`src/core/cs_pkg.sv`:
```
package cs_pkg;
  localparam logic [7:0] CS_ADDR_CONFIG = 8'h9e;
  localparam logic [7:0] CS_ADDR_RESULT_HIGH = 8'hac;
  localparam logic [7:0] CS_ADDR_CONTROL = 8'hb0;
  localparam logic [7:0] CS_CONTROL_RESET = 8'h00;
  localparam logic [7:0] CS_CONFIG_RESET = 8'h00;
  localparam logic [7:0] CS_RESULT_RESET = 8'h00;
  localparam int CS_CTL_ENABLE_BIT = 7;
  localparam int CS_CTL_DONE_BIT = 5;
  localparam int CS_CTL_BUSY_BIT = 4;
  localparam int CS_CTL_CMPEN_BIT = 3;
  localparam int CS_CTL_GT_BIT = 0;
  localparam int CS_CFG_SRC_LSB = 4;
  localparam int CS_CFG_ACC_LSB = 0;
  localparam int CS_FIELD_WIDTH = 3;
  localparam logic [2:0] CS_SRC_MANUAL = 3'h0;
  localparam logic [2:0] CS_SRC_TIMER0 = 3'h1;
  localparam logic [2:0] CS_SRC_TIMER2 = 3'h2;
  localparam logic [2:0] CS_SRC_TIMER1 = 3'h3;
  localparam logic [2:0] CS_SRC_CONTINUOUS = 3'h6;
  localparam logic [2:0] CS_SRC_AUTOSCAN = 3'h7;
  localparam logic [2:0] CS_ACC_MAX_CODE = 3'h5;
  localparam int CS_ACC_WIDTH = 22;
  localparam int CS_RESULT_WIDTH = 16;
  localparam int CS_COUNT_WIDTH = 7;
  localparam int CS_RESULT_HIGH_LSB = 8;

  // right shift that divides by the sample count: 1,4,8,16,32,64
  function automatic logic [2:0] cs_acc_shift(input logic [2:0] sel);
    logic [2:0] s;
    s = 3'h0;
    case (sel)
      3'h1: s = 3'h2;
      3'h2: s = 3'h3;
      3'h3: s = 3'h4;
      3'h4: s = 3'h5;
      3'h5: s = 3'h6;
      default: s = 3'h0;
    endcase
    return s;
  endfunction
endpackage

```
`src/core/cs_conv_if.sv`:
```
`timescale 1ns/1ps
`default_nettype none
interface cs_conv_if;
  logic set_start;
  logic abort;
  logic busy;
  logic set_done;
  logic gt_event;
  logic conv_start;
  logic [15:0] result;
  logic [2:0] acc_sel;
  logic cmp_en;
  logic [15:0] threshold;
  logic sample_valid;
  logic [15:0] sample_data;
  modport trig (output set_start, output abort, input busy, input set_done,
    input gt_event, input acc_sel);
  modport acc (input set_start, input abort, input acc_sel, input cmp_en,
    input threshold, input sample_valid, input sample_data, output busy,
    output set_done, output gt_event, output conv_start, output result);
  modport ctl (output acc_sel, output cmp_en, output threshold, output sample_valid,
    output sample_data, input busy, input set_done, input gt_event, input conv_start,
    input result);
endinterface
`default_nettype wire

```
`src/core/cs_accum.sv`:
```
`timescale 1ns/1ps
`default_nettype none
module cs_accum
  import cs_pkg::*;
(
  input wire logic i_core_clk,
  input wire logic i_reset,
  cs_conv_if.acc bus
);
  typedef enum logic {CS_ACC_IDLE, CS_ACC_WAIT} cs_acc_state_type;

  cs_acc_state_type state, next_state;
  logic [CS_COUNT_WIDTH-1:0] count, next_count;
  logic [CS_ACC_WIDTH-1:0] acc, next_acc;
  logic [CS_RESULT_WIDTH-1:0] result, next_result;
  logic conv_start, next_conv_start;
  logic set_done, next_set_done;
  logic gt_event, next_gt_event;
  logic busy, next_busy;
  logic [CS_ACC_WIDTH-1:0] sum;
  logic [CS_ACC_WIDTH-1:0] divided;
  logic [CS_COUNT_WIDTH-1:0] total;
  logic [2:0] shift;

  always_comb
  begin
    shift = cs_acc_shift(bus.acc_sel);
    total = CS_COUNT_WIDTH'(1) << shift;
    sum = acc + CS_ACC_WIDTH'(bus.sample_data);
    divided = sum >> shift;
    next_state = state;
    next_count = count;
    next_acc = acc;
    next_result = result;
    next_conv_start = 1'b0;
    next_set_done = 1'b0;
    next_gt_event = 1'b0;
    if (bus.abort)
    begin
      next_state = CS_ACC_IDLE;
      next_acc = '0;
      next_count = '0;
    end
    else
    begin
      unique case (state)
        CS_ACC_IDLE:
        begin
          if (bus.set_start)
          begin
            next_acc = '0;
            next_count = '0;
            next_conv_start = 1'b1;
            next_state = CS_ACC_WAIT;
          end
        end
        CS_ACC_WAIT:
        begin
          if (bus.sample_valid)
          begin
            if (count + CS_COUNT_WIDTH'(1) == total)
            begin
              next_result = divided[CS_RESULT_WIDTH-1:0];
              next_set_done = 1'b1;
              // compare only once the whole set is summed
              next_gt_event = bus.cmp_en &&
                (divided[CS_RESULT_WIDTH-1:0] > bus.threshold);
              next_state = CS_ACC_IDLE;
            end
            else
            begin
              next_acc = sum;
              next_count = count + CS_COUNT_WIDTH'(1);
              next_conv_start = 1'b1;
            end
          end
        end
      endcase
    end
    next_busy = (next_state == CS_ACC_WAIT);
  end

  always_ff @(posedge i_core_clk)
  begin
    if (i_reset)
    begin
      state <= CS_ACC_IDLE;
      count <= '0;
      acc <= '0;
      result <= '0;
      conv_start <= 1'b0;
      set_done <= 1'b0;
      gt_event <= 1'b0;
      busy <= 1'b0;
    end
    else
    begin
      state <= next_state;
      count <= next_count;
      acc <= next_acc;
      result <= next_result;
      conv_start <= next_conv_start;
      set_done <= next_set_done;
      gt_event <= next_gt_event;
      busy <= next_busy;
    end
  end

  assign bus.busy = busy;
  assign bus.set_done = set_done;
  assign bus.gt_event = gt_event;
  assign bus.conv_start = conv_start;
  assign bus.result = result;
endmodule
`default_nettype wire

```
`src/core/cs_top.sv`:
```
`timescale 1ns/1ps
`default_nettype none
module cs_top
  import cs_pkg::*;
(
  input wire logic i_core_clk,
  input wire logic i_reset,
  input wire logic [7:0] i_sfr_addr,
  input wire logic i_sfr_wr,
  input wire logic [7:0] i_sfr_wdata,
  input wire logic i_sfr_rd,
  output logic [7:0] o_sfr_rdata,
  input wire logic i_timer0_ovf,
  input wire logic i_timer1_ovf,
  input wire logic i_timer2_ovf,
  input wire logic [15:0] i_threshold,
  input wire logic i_sample_valid,
  input wire logic [15:0] i_sample_data,
  output logic o_unit_enable,
  output logic o_conv_start,
  output logic o_auto_scan,
  output logic o_scan_advance,
  output logic o_wake,
  output logic [15:0] o_result
);
  import cs_pkg::*;

  cs_conv_if conv ();

  logic unit_enable, next_unit_enable;
  logic done_flag, next_done_flag;
  logic compare_enable, next_compare_enable;
  logic gt_flag, next_gt_flag;
  logic [2:0] start_source_select, next_start_source_select;
  logic [2:0] accumulate_count_select, next_accumulate_count_select;
  logic [7:0] rdata, next_rdata;
  logic auto_scan, next_auto_scan;
  logic scan_advance, next_scan_advance;
  logic wake, next_wake;
  logic wr_control;
  logic wr_config;
  logic busy_write;
  logic [7:0] control_view;
  logic [7:0] config_view;

  assign conv.acc_sel = accumulate_count_select;
  assign conv.cmp_en = compare_enable;
  assign conv.threshold = i_threshold;
  assign conv.sample_valid = i_sample_valid;
  assign conv.sample_data = i_sample_data;

  cs_trigger u_trigger (
    .i_core_clk(i_core_clk),
    .i_reset(i_reset),
    .i_enable(unit_enable),
    .i_source(start_source_select),
    .i_busy_write(busy_write),
    .i_timer0_ovf(i_timer0_ovf),
    .i_timer1_ovf(i_timer1_ovf),
    .i_timer2_ovf(i_timer2_ovf),
    .bus(conv)
  );

  cs_accum u_accum (
    .i_core_clk(i_core_clk),
    .i_reset(i_reset),
    .bus(conv)
  );

  always_comb
  begin
    wr_control = i_sfr_wr && (i_sfr_addr == CS_ADDR_CONTROL);
    wr_config = i_sfr_wr && (i_sfr_addr == CS_ADDR_CONFIG);
    busy_write = wr_control && i_sfr_wdata[CS_CTL_BUSY_BIT];
    next_unit_enable = wr_control ? i_sfr_wdata[CS_CTL_ENABLE_BIT] : unit_enable;
    next_compare_enable = wr_control ? i_sfr_wdata[CS_CTL_CMPEN_BIT] : compare_enable;
    // hardware set beats a same-cycle software clear
    next_done_flag = conv.set_done ||
      (wr_control ? i_sfr_wdata[CS_CTL_DONE_BIT] : done_flag);
    next_gt_flag = conv.gt_event ||
      (gt_flag && !(wr_control && !i_sfr_wdata[CS_CTL_GT_BIT]));
    next_start_source_select = wr_config ?
      i_sfr_wdata[CS_CFG_SRC_LSB +: CS_FIELD_WIDTH] : start_source_select;
    next_accumulate_count_select = wr_config ?
      i_sfr_wdata[CS_CFG_ACC_LSB +: CS_FIELD_WIDTH] : accumulate_count_select;
    control_view = 8'h00;
    control_view[CS_CTL_ENABLE_BIT] = unit_enable;
    control_view[CS_CTL_DONE_BIT] = done_flag;
    control_view[CS_CTL_BUSY_BIT] = conv.busy;
    control_view[CS_CTL_CMPEN_BIT] = compare_enable;
    control_view[CS_CTL_GT_BIT] = gt_flag;
    config_view = 8'h00;
    config_view[CS_CFG_SRC_LSB +: CS_FIELD_WIDTH] = start_source_select;
    config_view[CS_CFG_ACC_LSB +: CS_FIELD_WIDTH] = accumulate_count_select;
    next_rdata = rdata;
    if (i_sfr_rd)
    begin
      unique case (i_sfr_addr)
        CS_ADDR_CONTROL: next_rdata = control_view;
        CS_ADDR_CONFIG: next_rdata = config_view;
        CS_ADDR_RESULT_HIGH: next_rdata = conv.result[CS_RESULT_HIGH_LSB +: 8];
        default: next_rdata = 8'h00;
      endcase
    end
    next_auto_scan = unit_enable && (start_source_select == CS_SRC_AUTOSCAN);
    // mux stays on the channel that tripped the threshold
    next_scan_advance = auto_scan && conv.set_done && !conv.gt_event;
    // a two-clock quiet time after wake is left to firmware
    next_wake = conv.gt_event;
  end

  always_ff @(posedge i_core_clk)
  begin
    if (i_reset)
    begin
      unit_enable <= CS_CONTROL_RESET[CS_CTL_ENABLE_BIT];
      done_flag <= CS_CONTROL_RESET[CS_CTL_DONE_BIT];
      compare_enable <= CS_CONTROL_RESET[CS_CTL_CMPEN_BIT];
      gt_flag <= CS_CONTROL_RESET[CS_CTL_GT_BIT];
      start_source_select <= CS_CONFIG_RESET[CS_CFG_SRC_LSB +: CS_FIELD_WIDTH];
      accumulate_count_select <= CS_CONFIG_RESET[CS_CFG_ACC_LSB +: CS_FIELD_WIDTH];
      rdata <= CS_RESULT_RESET;
      auto_scan <= 1'b0;
      scan_advance <= 1'b0;
      wake <= 1'b0;
    end
    else
    begin
      unit_enable <= next_unit_enable;
      done_flag <= next_done_flag;
      compare_enable <= next_compare_enable;
      gt_flag <= next_gt_flag;
      start_source_select <= next_start_source_select;
      accumulate_count_select <= next_accumulate_count_select;
      rdata <= next_rdata;
      auto_scan <= next_auto_scan;
      scan_advance <= next_scan_advance;
      wake <= next_wake;
    end
  end

  assign o_sfr_rdata = rdata;
  assign o_unit_enable = unit_enable;
  assign o_conv_start = conv.conv_start;
  assign o_auto_scan = auto_scan;
  assign o_scan_advance = scan_advance;
  assign o_wake = wake;
  assign o_result = conv.result;
endmodule
`default_nettype wire

```
`src/core/cs_trigger.sv`:
```
`timescale 1ns/1ps
`default_nettype none
module cs_trigger
  import cs_pkg::*;
(
  input wire logic i_core_clk,
  input wire logic i_reset,
  input wire logic i_enable,
  input wire logic [2:0] i_source,
  input wire logic i_busy_write,
  input wire logic i_timer0_ovf,
  input wire logic i_timer1_ovf,
  input wire logic i_timer2_ovf,
  cs_conv_if.trig bus
);
  logic armed, next_armed;
  logic set_start, next_set_start;
  logic abort, next_abort;
  logic want;
  logic continuous;

  always_comb
  begin
    continuous = (i_source == CS_SRC_CONTINUOUS) || (i_source == CS_SRC_AUTOSCAN);
    next_armed = armed;
    if (!i_enable || !continuous)
      next_armed = 1'b0;
    else if (i_busy_write)
      next_armed = 1'b1;
    else if (i_source == CS_SRC_AUTOSCAN && bus.set_done && bus.gt_event)
      next_armed = 1'b0;
    want = 1'b0;
    unique case (i_source)
      CS_SRC_MANUAL: want = i_busy_write;
      CS_SRC_TIMER0: want = i_timer0_ovf;
      CS_SRC_TIMER2: want = i_timer2_ovf;
      CS_SRC_TIMER1: want = i_timer1_ovf;
      CS_SRC_CONTINUOUS: want = next_armed;
      CS_SRC_AUTOSCAN: want = next_armed;
      default: want = 1'b0;
    endcase
    // busy rises one cycle after the start pulse, so block a double start
    next_set_start = want && i_enable && !bus.busy && !set_start &&
      (bus.acc_sel <= CS_ACC_MAX_CODE);
    next_abort = !i_enable;
  end

  always_ff @(posedge i_core_clk)
  begin
    if (i_reset)
    begin
      armed <= 1'b0;
      set_start <= 1'b0;
      abort <= 1'b1;
    end
    else
    begin
      armed <= next_armed;
      set_start <= next_set_start;
      abort <= next_abort;
    end
  end

  assign bus.set_start = set_start;
  assign bus.abort = abort;
endmodule
`default_nettype wire

```
`config.mk`:
```
export PLATFORM = sky130hd
export DESIGN_NAME = cs_top
export DESIGN_NICKNAME = d
export VERILOG_FILES = /design/src/core/cs_pkg.sv /design/src/core/cs_conv_if.sv /design/src/core/cs_accum.sv /design/src/core/cs_top.sv /design/src/core/cs_trigger.sv
export SDC_FILE = /design/constraint.sdc
export NUM_CORES = 1
export LEC_CHECK = 0
export BUFFER_PORTS_ARGS = -buffer_cell sky130_fd_sc_hd__buf_4
export CORE_ASPECT_RATIO = 0.5
export CORE_MARGIN = 1
export CORE_UTILIZATION = 63
export DETAILED_ROUTE_END_ITERATION = 6
export PLACE_DENSITY = 0.88
export SLEW_MARGIN = 25
export SYNTH_ARGS = -nofsm -noshare
export SYNTH_HDL_FRONTEND = slang
export SYNTH_SLANG_ARGS = --single-unit
```
`constraint.sdc`:
```
create_clock -name i_core_clk -period 11.1 [get_ports i_core_clk]
set_input_delay 1.665 -clock i_core_clk [delete_from_list [all_inputs] [get_ports i_core_clk]]
set_output_delay 1.665 -clock i_core_clk [all_outputs]
set_load 0.02 [all_outputs]
```
# ---- Yosys cells after proc, flatten, opt, wreduce, memory -nomap -nowiden
# Index checks and enable logic that the tools add are counted.
dict set report word_totals {
  latch_bits 0
  memories 0
  wordCells 102
  out_inout_bits 29
  ram_bits 0
  reg_bits 73
  in_bits 56
  rom_bits 0
}
dict set report classes {
  div_mod_pow 0
  reduce_logical 33
  n_mux 22
  n_mul 0
  order_cmp 2
  bitwise_logic 4
  n_eq_ne 17
  shift 2
  add_sub_neg 2
}
# operator n
set ops {}
lappend ops {{22-bit 2-to-1 mux} 3}
lappend ops {{22-bit case mux with 2 select lines} 1}
lappend ops {{8-bit equality test (second input constant)} 3}
lappend ops {{8-bit case mux with 3 select lines} 1}
lappend ops {{22-bit by 16-bit adder with 22-bit output} 1}
lappend ops {{22-bit by 3-bit right shift with 16-bit output} 1}
lappend ops {{7-bit 2-to-1 mux} 3}
lappend ops {{16-bit > comparator} 1}
lappend ops {{1-bit logical AND} 15}
lappend ops {{3-bit case mux with 5 select lines} 1}
lappend ops {{7-bit case mux with 2 select lines} 1}
lappend ops {{3-bit by 2-bit equality test with 1-bit output (second input constant)} 4}
lappend ops {{3-bit equality test (second input constant)} 4}
lappend ops {{1-bit 2-to-1 mux} 9}
lappend ops {{7-bit by 1-bit adder with 7-bit output (second input constant)} 1}
lappend ops {{7-bit equality test} 1}
lappend ops {{1-bit zero test} 7}
lappend ops {{1-bit by 3-bit left shift with 7-bit output (first input constant)} 1}
lappend ops {{3-bit by 1-bit equality test with 1-bit output (second input constant)} 2}
lappend ops {{2-bit != test (second input constant)} 3}
lappend ops {{1-bit case mux with 5 select lines} 1}
lappend ops {{5-bit OR reduction} 1}
lappend ops {{1-bit logical OR} 4}
lappend ops {{1-bit inverter} 4}
lappend ops {{other kinds (7)} 9}

# ---- Longest topological paths before layout
dict set report depth {
  ltp_word 11
  mapped_depth 19
  mapped_depth_nobuf 19
}

# ---- By module
# From an unflattened synthesis, not the netlist that was laid out.
dict set report hier_totals {
  cells_unflattened 732
  area_unflattened_um2 5684.2
}
# module cells_each instances area_per_inst_um2
set modules_own_cells {}
lappend modules_own_cells {cs_accum 612 1 4554.4}
lappend modules_own_cells {cs_top 103 1 970.9}
lappend modules_own_cells {cs_trigger 17 1 158.9}

# ---- Worst setup path before layout
# Ideal clock, no wire load.
dict set report synth_timing {
  kind {input to register}
  start {input i_sample_data[0]}
  end {register u_accum.gt_event, in the netlist u_accum.bus.gt_event}
  t_arrival_ns 5.122
  required_ns 10.970
  stages 19
  slack_ns 5.847
  path_cell_list {ha_1 -> fa_1 -> a211oi_1 -> o211ai_2 -> a211oi_2 -> o21a_1 -> nor2_1 -> mux4_2 -> nand2_1 -> nand2_1 -> ha_1 -> a21o_1 -> a21o_1 -> a21o_1 -> a21o_1 -> a21oi_1 -> nor2b_1 -> o21ai_0 -> a211oi_1}
}
dict set report synth_between {
  elab_chain_len 4
}
# element line_no
set synth_lines {}
lappend synth_lines {{start, declared} cs_top.sv:18} ;# input wire logic [15:0] i_sample_data,
lappend synth_lines {{22-bit by 16-bit adder with 22-bit output} cs_accum.sv:29} ;# sum = acc + CS_ACC_WIDTH'(bus.sample_data);
lappend synth_lines {{22-bit by 3-bit right shift with 16-bit output} cs_accum.sv:30} ;# divided = sum >> shift;
lappend synth_lines {{named net u_accum.divided[8]} cs_accum.sv:21} ;# logic [CS_ACC_WIDTH-1:0] divided;
lappend synth_lines {{16-bit > comparator} cs_accum.sv:67} ;# (divided[CS_RESULT_WIDTH-1:0] > bus.threshold);
lappend synth_lines {{1-bit logical AND} cs_accum.sv:66} ;# next_gt_event = bus.cmp_en &&
lappend synth_lines {{end signal, assigned} cs_accum.sv:104} ;# gt_event <= next_gt_event;
lappend synth_lines {{end, declared} cs_accum.sv:18} ;# logic gt_event, next_gt_event;
# The timed path passes the listed nets, and every way through them passes these cells.
# A chain may end at the register's enable or synchronous reset.

# ---- Worst setup path after layout
# Ends and elaborated chain as after synthesis.

==> out/metrics.yaml <==
final-max-slew-violation-count: 0
worstMarginPinSlew_ps: 984
cts_tree: "built"
grt_pass1_wl_um: 25900
core_mm2: 0.00829
reg2reg_depth: 19
post-route-min-period_ps: 5720
die_w_um: 135
synthFlopType: "dfxtp_1"
cp_common_cell: "a21o_1"
cp-endpoint: "u_accum.bus.gt_event"
initial_utilization_pct: 67.5
synth_top_area_share_pct: 26.1
ys_ff_latch: 73
internal_power_mw: 0.451
timing.final.crit_share_pct: 51.5
wl_per_cell_um: 19.3
hpwl_um: 12500
syn-instance-count: 715
clock-root-buffer: "clkbuf_16"
numCtsBuffers: 9
portBuffers: 84
setup_viol: 0
filler_cell_count: 637
rsz0062_at_grt: "no"
hp-start: "u_accum.bus.gt_event"
seq_area_frac_synth_pct: 26.1
grt_pass1_vias: 5045
drt_iter0_drc: 511
hold_viol: 0
grt_max_degree: 46
grt-ovfl-total: 0
dieArea_mm2: 0.00929
multi_input_area_mm2: 0.00381
seq_area_mm2: 0.00146
cap_violations: 0
syn_nets: 805
endpoint_kind: "flop"
status: "completed"
r2r_start: "u_accum.acc[0]"
finalClockSkew_ps: 6.39
worst_ep_required_time_ps: 11310
path_cells: "buf_4 -> ha_1 -> fa_1 -> a211oi_1 -> o211ai_2 -> a211oi_2 -> o21a_1 -> nor2_1 -> mux4_2 -> nand2_1 -> nand2_1 -> ha_1 -> a21o_1 -> a21o_1 -> a21o_1 -> a21o_1 -> a21oi_1 -> nor2b_1 -> o21ai_0 -> a211oi_1"
drc: 0
via_per_inst: 6.55
drt_wl_total_um: 17000
cts_num_sinks: 73
combPwrFrac_pct: 11.7
ctsResizeCount: 0
swShare_pct: 27.6
antenna_found_initial: 0
clkPwrFrac_pct: 46.0
timing.fmax_mhz: 175
track_usage_pct: 37.1
fin_util_pct: 78.1
netlist_area_mm2: 0.00560
vias: 5781
setup_tns_ps: 0
arrival_ps: 5930
insertion_delay_ps: 350
ant_nets: 0
holdBufCountCts: 0
p_leak_nw: 2.62
ys_types: 81
drive_gt1_share_pct: 17.7
synth_edf_count: 0
async_reset_ff_share_pct: 0
routabilityCongestion: 0.939
synth_top_area_cell: "dfxtp_1"
antenna_cells: 0
syn_area_per_cell_um2: 7.83
cp_max_fo: 5
final_nets: 855
vdd_drop_max_mv: 0.0688
p_switching_mw: 0.172
drt-pass1-iter-count: 5
syn_to_final_growth_pct: 15.6
cts_setup_buffers: 0
critPathLaunchType: "primary input"
hp-class: "flop to flop"
cpPeakStageDelay_ps: 500
yosys_warnings: 0
clkTransAtPathRegs_ps: 70
slowest_stage: "mux4_2"
io_pins: 85
num_rows: 23
cts_buffer_depth: 2
synth_area_leaders: "dfxtp_1 (26%), ha_1 (7.4%), nor2_1 (5.2%), a21oi_1 (5.1%), nand2_1 (4.1%)"
critPathLaunch: "i_sample_data[0]"
die_h_um: 68.6
power_mw: 0.623
path_class: "primary input to flop"
regToRegSetupSlack_ps: 6500
power.share.sequential_pct: 42.3
cts_max_level: 3
reg2reg_to: "u_accum.bus.gt_event"
p_per_area_mw_per_mm2: 96.2
relSlewSlack_pct: 34.2
[logic make-up after synthesis]
logic type / Yosys count / synth area share, %
buf+inv: 78 / 6.06
fa+ha+maj: 34 / 7.74
mux: 23 / 4.83
xor+xnor: 29 / 4.54
simple gates: 254 / 22.8
compound gates: 224 / 27.9
flops: 73 / 26.1
[power by group through the flow]
| stage | Sequential (mW) | Clock (mW) | Combinational (mW) |
|---|---|---|---|
| floorplan | 0.270 | 0 | 0.0391 |
| CTS | 0.263 | 0.285 | 0.0704 |
| global route | 0.263 | 0.297 | 0.0781 |
| detailed placement | 0.269 | 0 | 0.0698 |
| global placement | 0.269 | 0 | 0.0670 |
| finish | 0.263 | 0.287 | 0.0728 |
[placed cells by master, fill, tap and decap left out, drive strengths merged, types with 4 or more instances in the layout]
master,instances
a311oi,5
and3,6
nand4,11
nand2,62
a21o,19
nor2,77
xnor2,17
xor2,12
a22oi,25
buf,88
nand3,25
o221ai,5
mux2i,18
and2,5
nor2b,5
ha,33
o211ai,11
a211oi,21
clkbuf,9
inv,33
nand2b,18
o21ai,31
o31ai,4
a21oi,61
a31oi,5
nor3,24
dfxtp,73
[layout make-up]
| class | instances | area share (%) |
|---|---|---|
| multi-input combinational | 564 | 58.9 |
| sequential | 73 | 22.6 |
| timing repair buffer | 88 | 10.3 |
| clock buffer | 9 | 3.48 |
| tap | 112 | 2.17 |
| inverter | 29 | 1.68 |
| clock inverter | 7 | 0.928 |
[cells in the mapped netlist, drive strengths merged (4+ instances only)]
cell type	n
nor2	77
dfxtp	73
nand2	62
a21oi	61
ha	33
o21ai	31
clkbuf	29
inv	29
a22oi	25
nand3	25
nor3	24
a211oi	21
buf	20
a21o	19
mux2i	18
nand2b	18
xnor2	17
xor2	12
nand4	11
o211ai	11
and3	6
a311oi	5
a31oi	5
and2	5
nor2b	5
o221ai	5
o31ai	4
[sequential cells by signal (all words and copies together) (netlist names), 3 cells and up]
register / cells
accumulate_count_select: 3
u_accum.acc: 22
u_accum.bus.result: 16
o_sfr_rdata: 8
start_source_select: 3
u_accum.count: 7
[through the flow]
stage | cells | hold WS (ps) | cell area (um^2) | setup WS, ps
2_1_floorplan | 715 | 398 | 5600 | 5850
3_3_place_gp | 865 | 443 | 6170 | 5470
3_5_place_dp | 865 | 458 | 6170 | 5220
4_1_cts | 881 | 473 | 6450 | 5520
5_1_grt | 882 | 499 | 6470 | 5210
6_report | 882 | 469 | 6470 | 5380
[per-layer routing]
| metal | routed length (um) | vias up | track usage [%] | part of all wire, % |
|---|---|---|---|---|
| met2 | 7260 | 344 | 58.9 | 43 |
| met4 | 314 | 0 | 12.4 | 1.8 |
| met3 | 2000 | 31 | 10.6 | 12 |
| met1 | 7430 | 2679 | 48.9 | 44 |
| li1 | - | 2727 | - | - |
| met5 | 0 | - | 0 | 0 |
[worst max-delay path: cells and delay by family]
family	cells	cell delay [ps]
AOI/OAI and AO/OA	11	2400
adders and majority gates	3	850
buffers and inverters	1	110
muxes	1	500
and+or+nand+nor	4	370
[worst min path at each step]
stage                     depth (start not counted)  slack (ps)             end
after floorplan                                   1         400  o_scan_advance
after global placement                            1         440  o_scan_advance
after detailed placement                          1         460  o_scan_advance
after CTS                                         1         470  o_scan_advance
after global routing                              2         500  o_sfr_rdata[5]
final                                             1         470  o_scan_advance
Power figures use the tool's default switching activity.
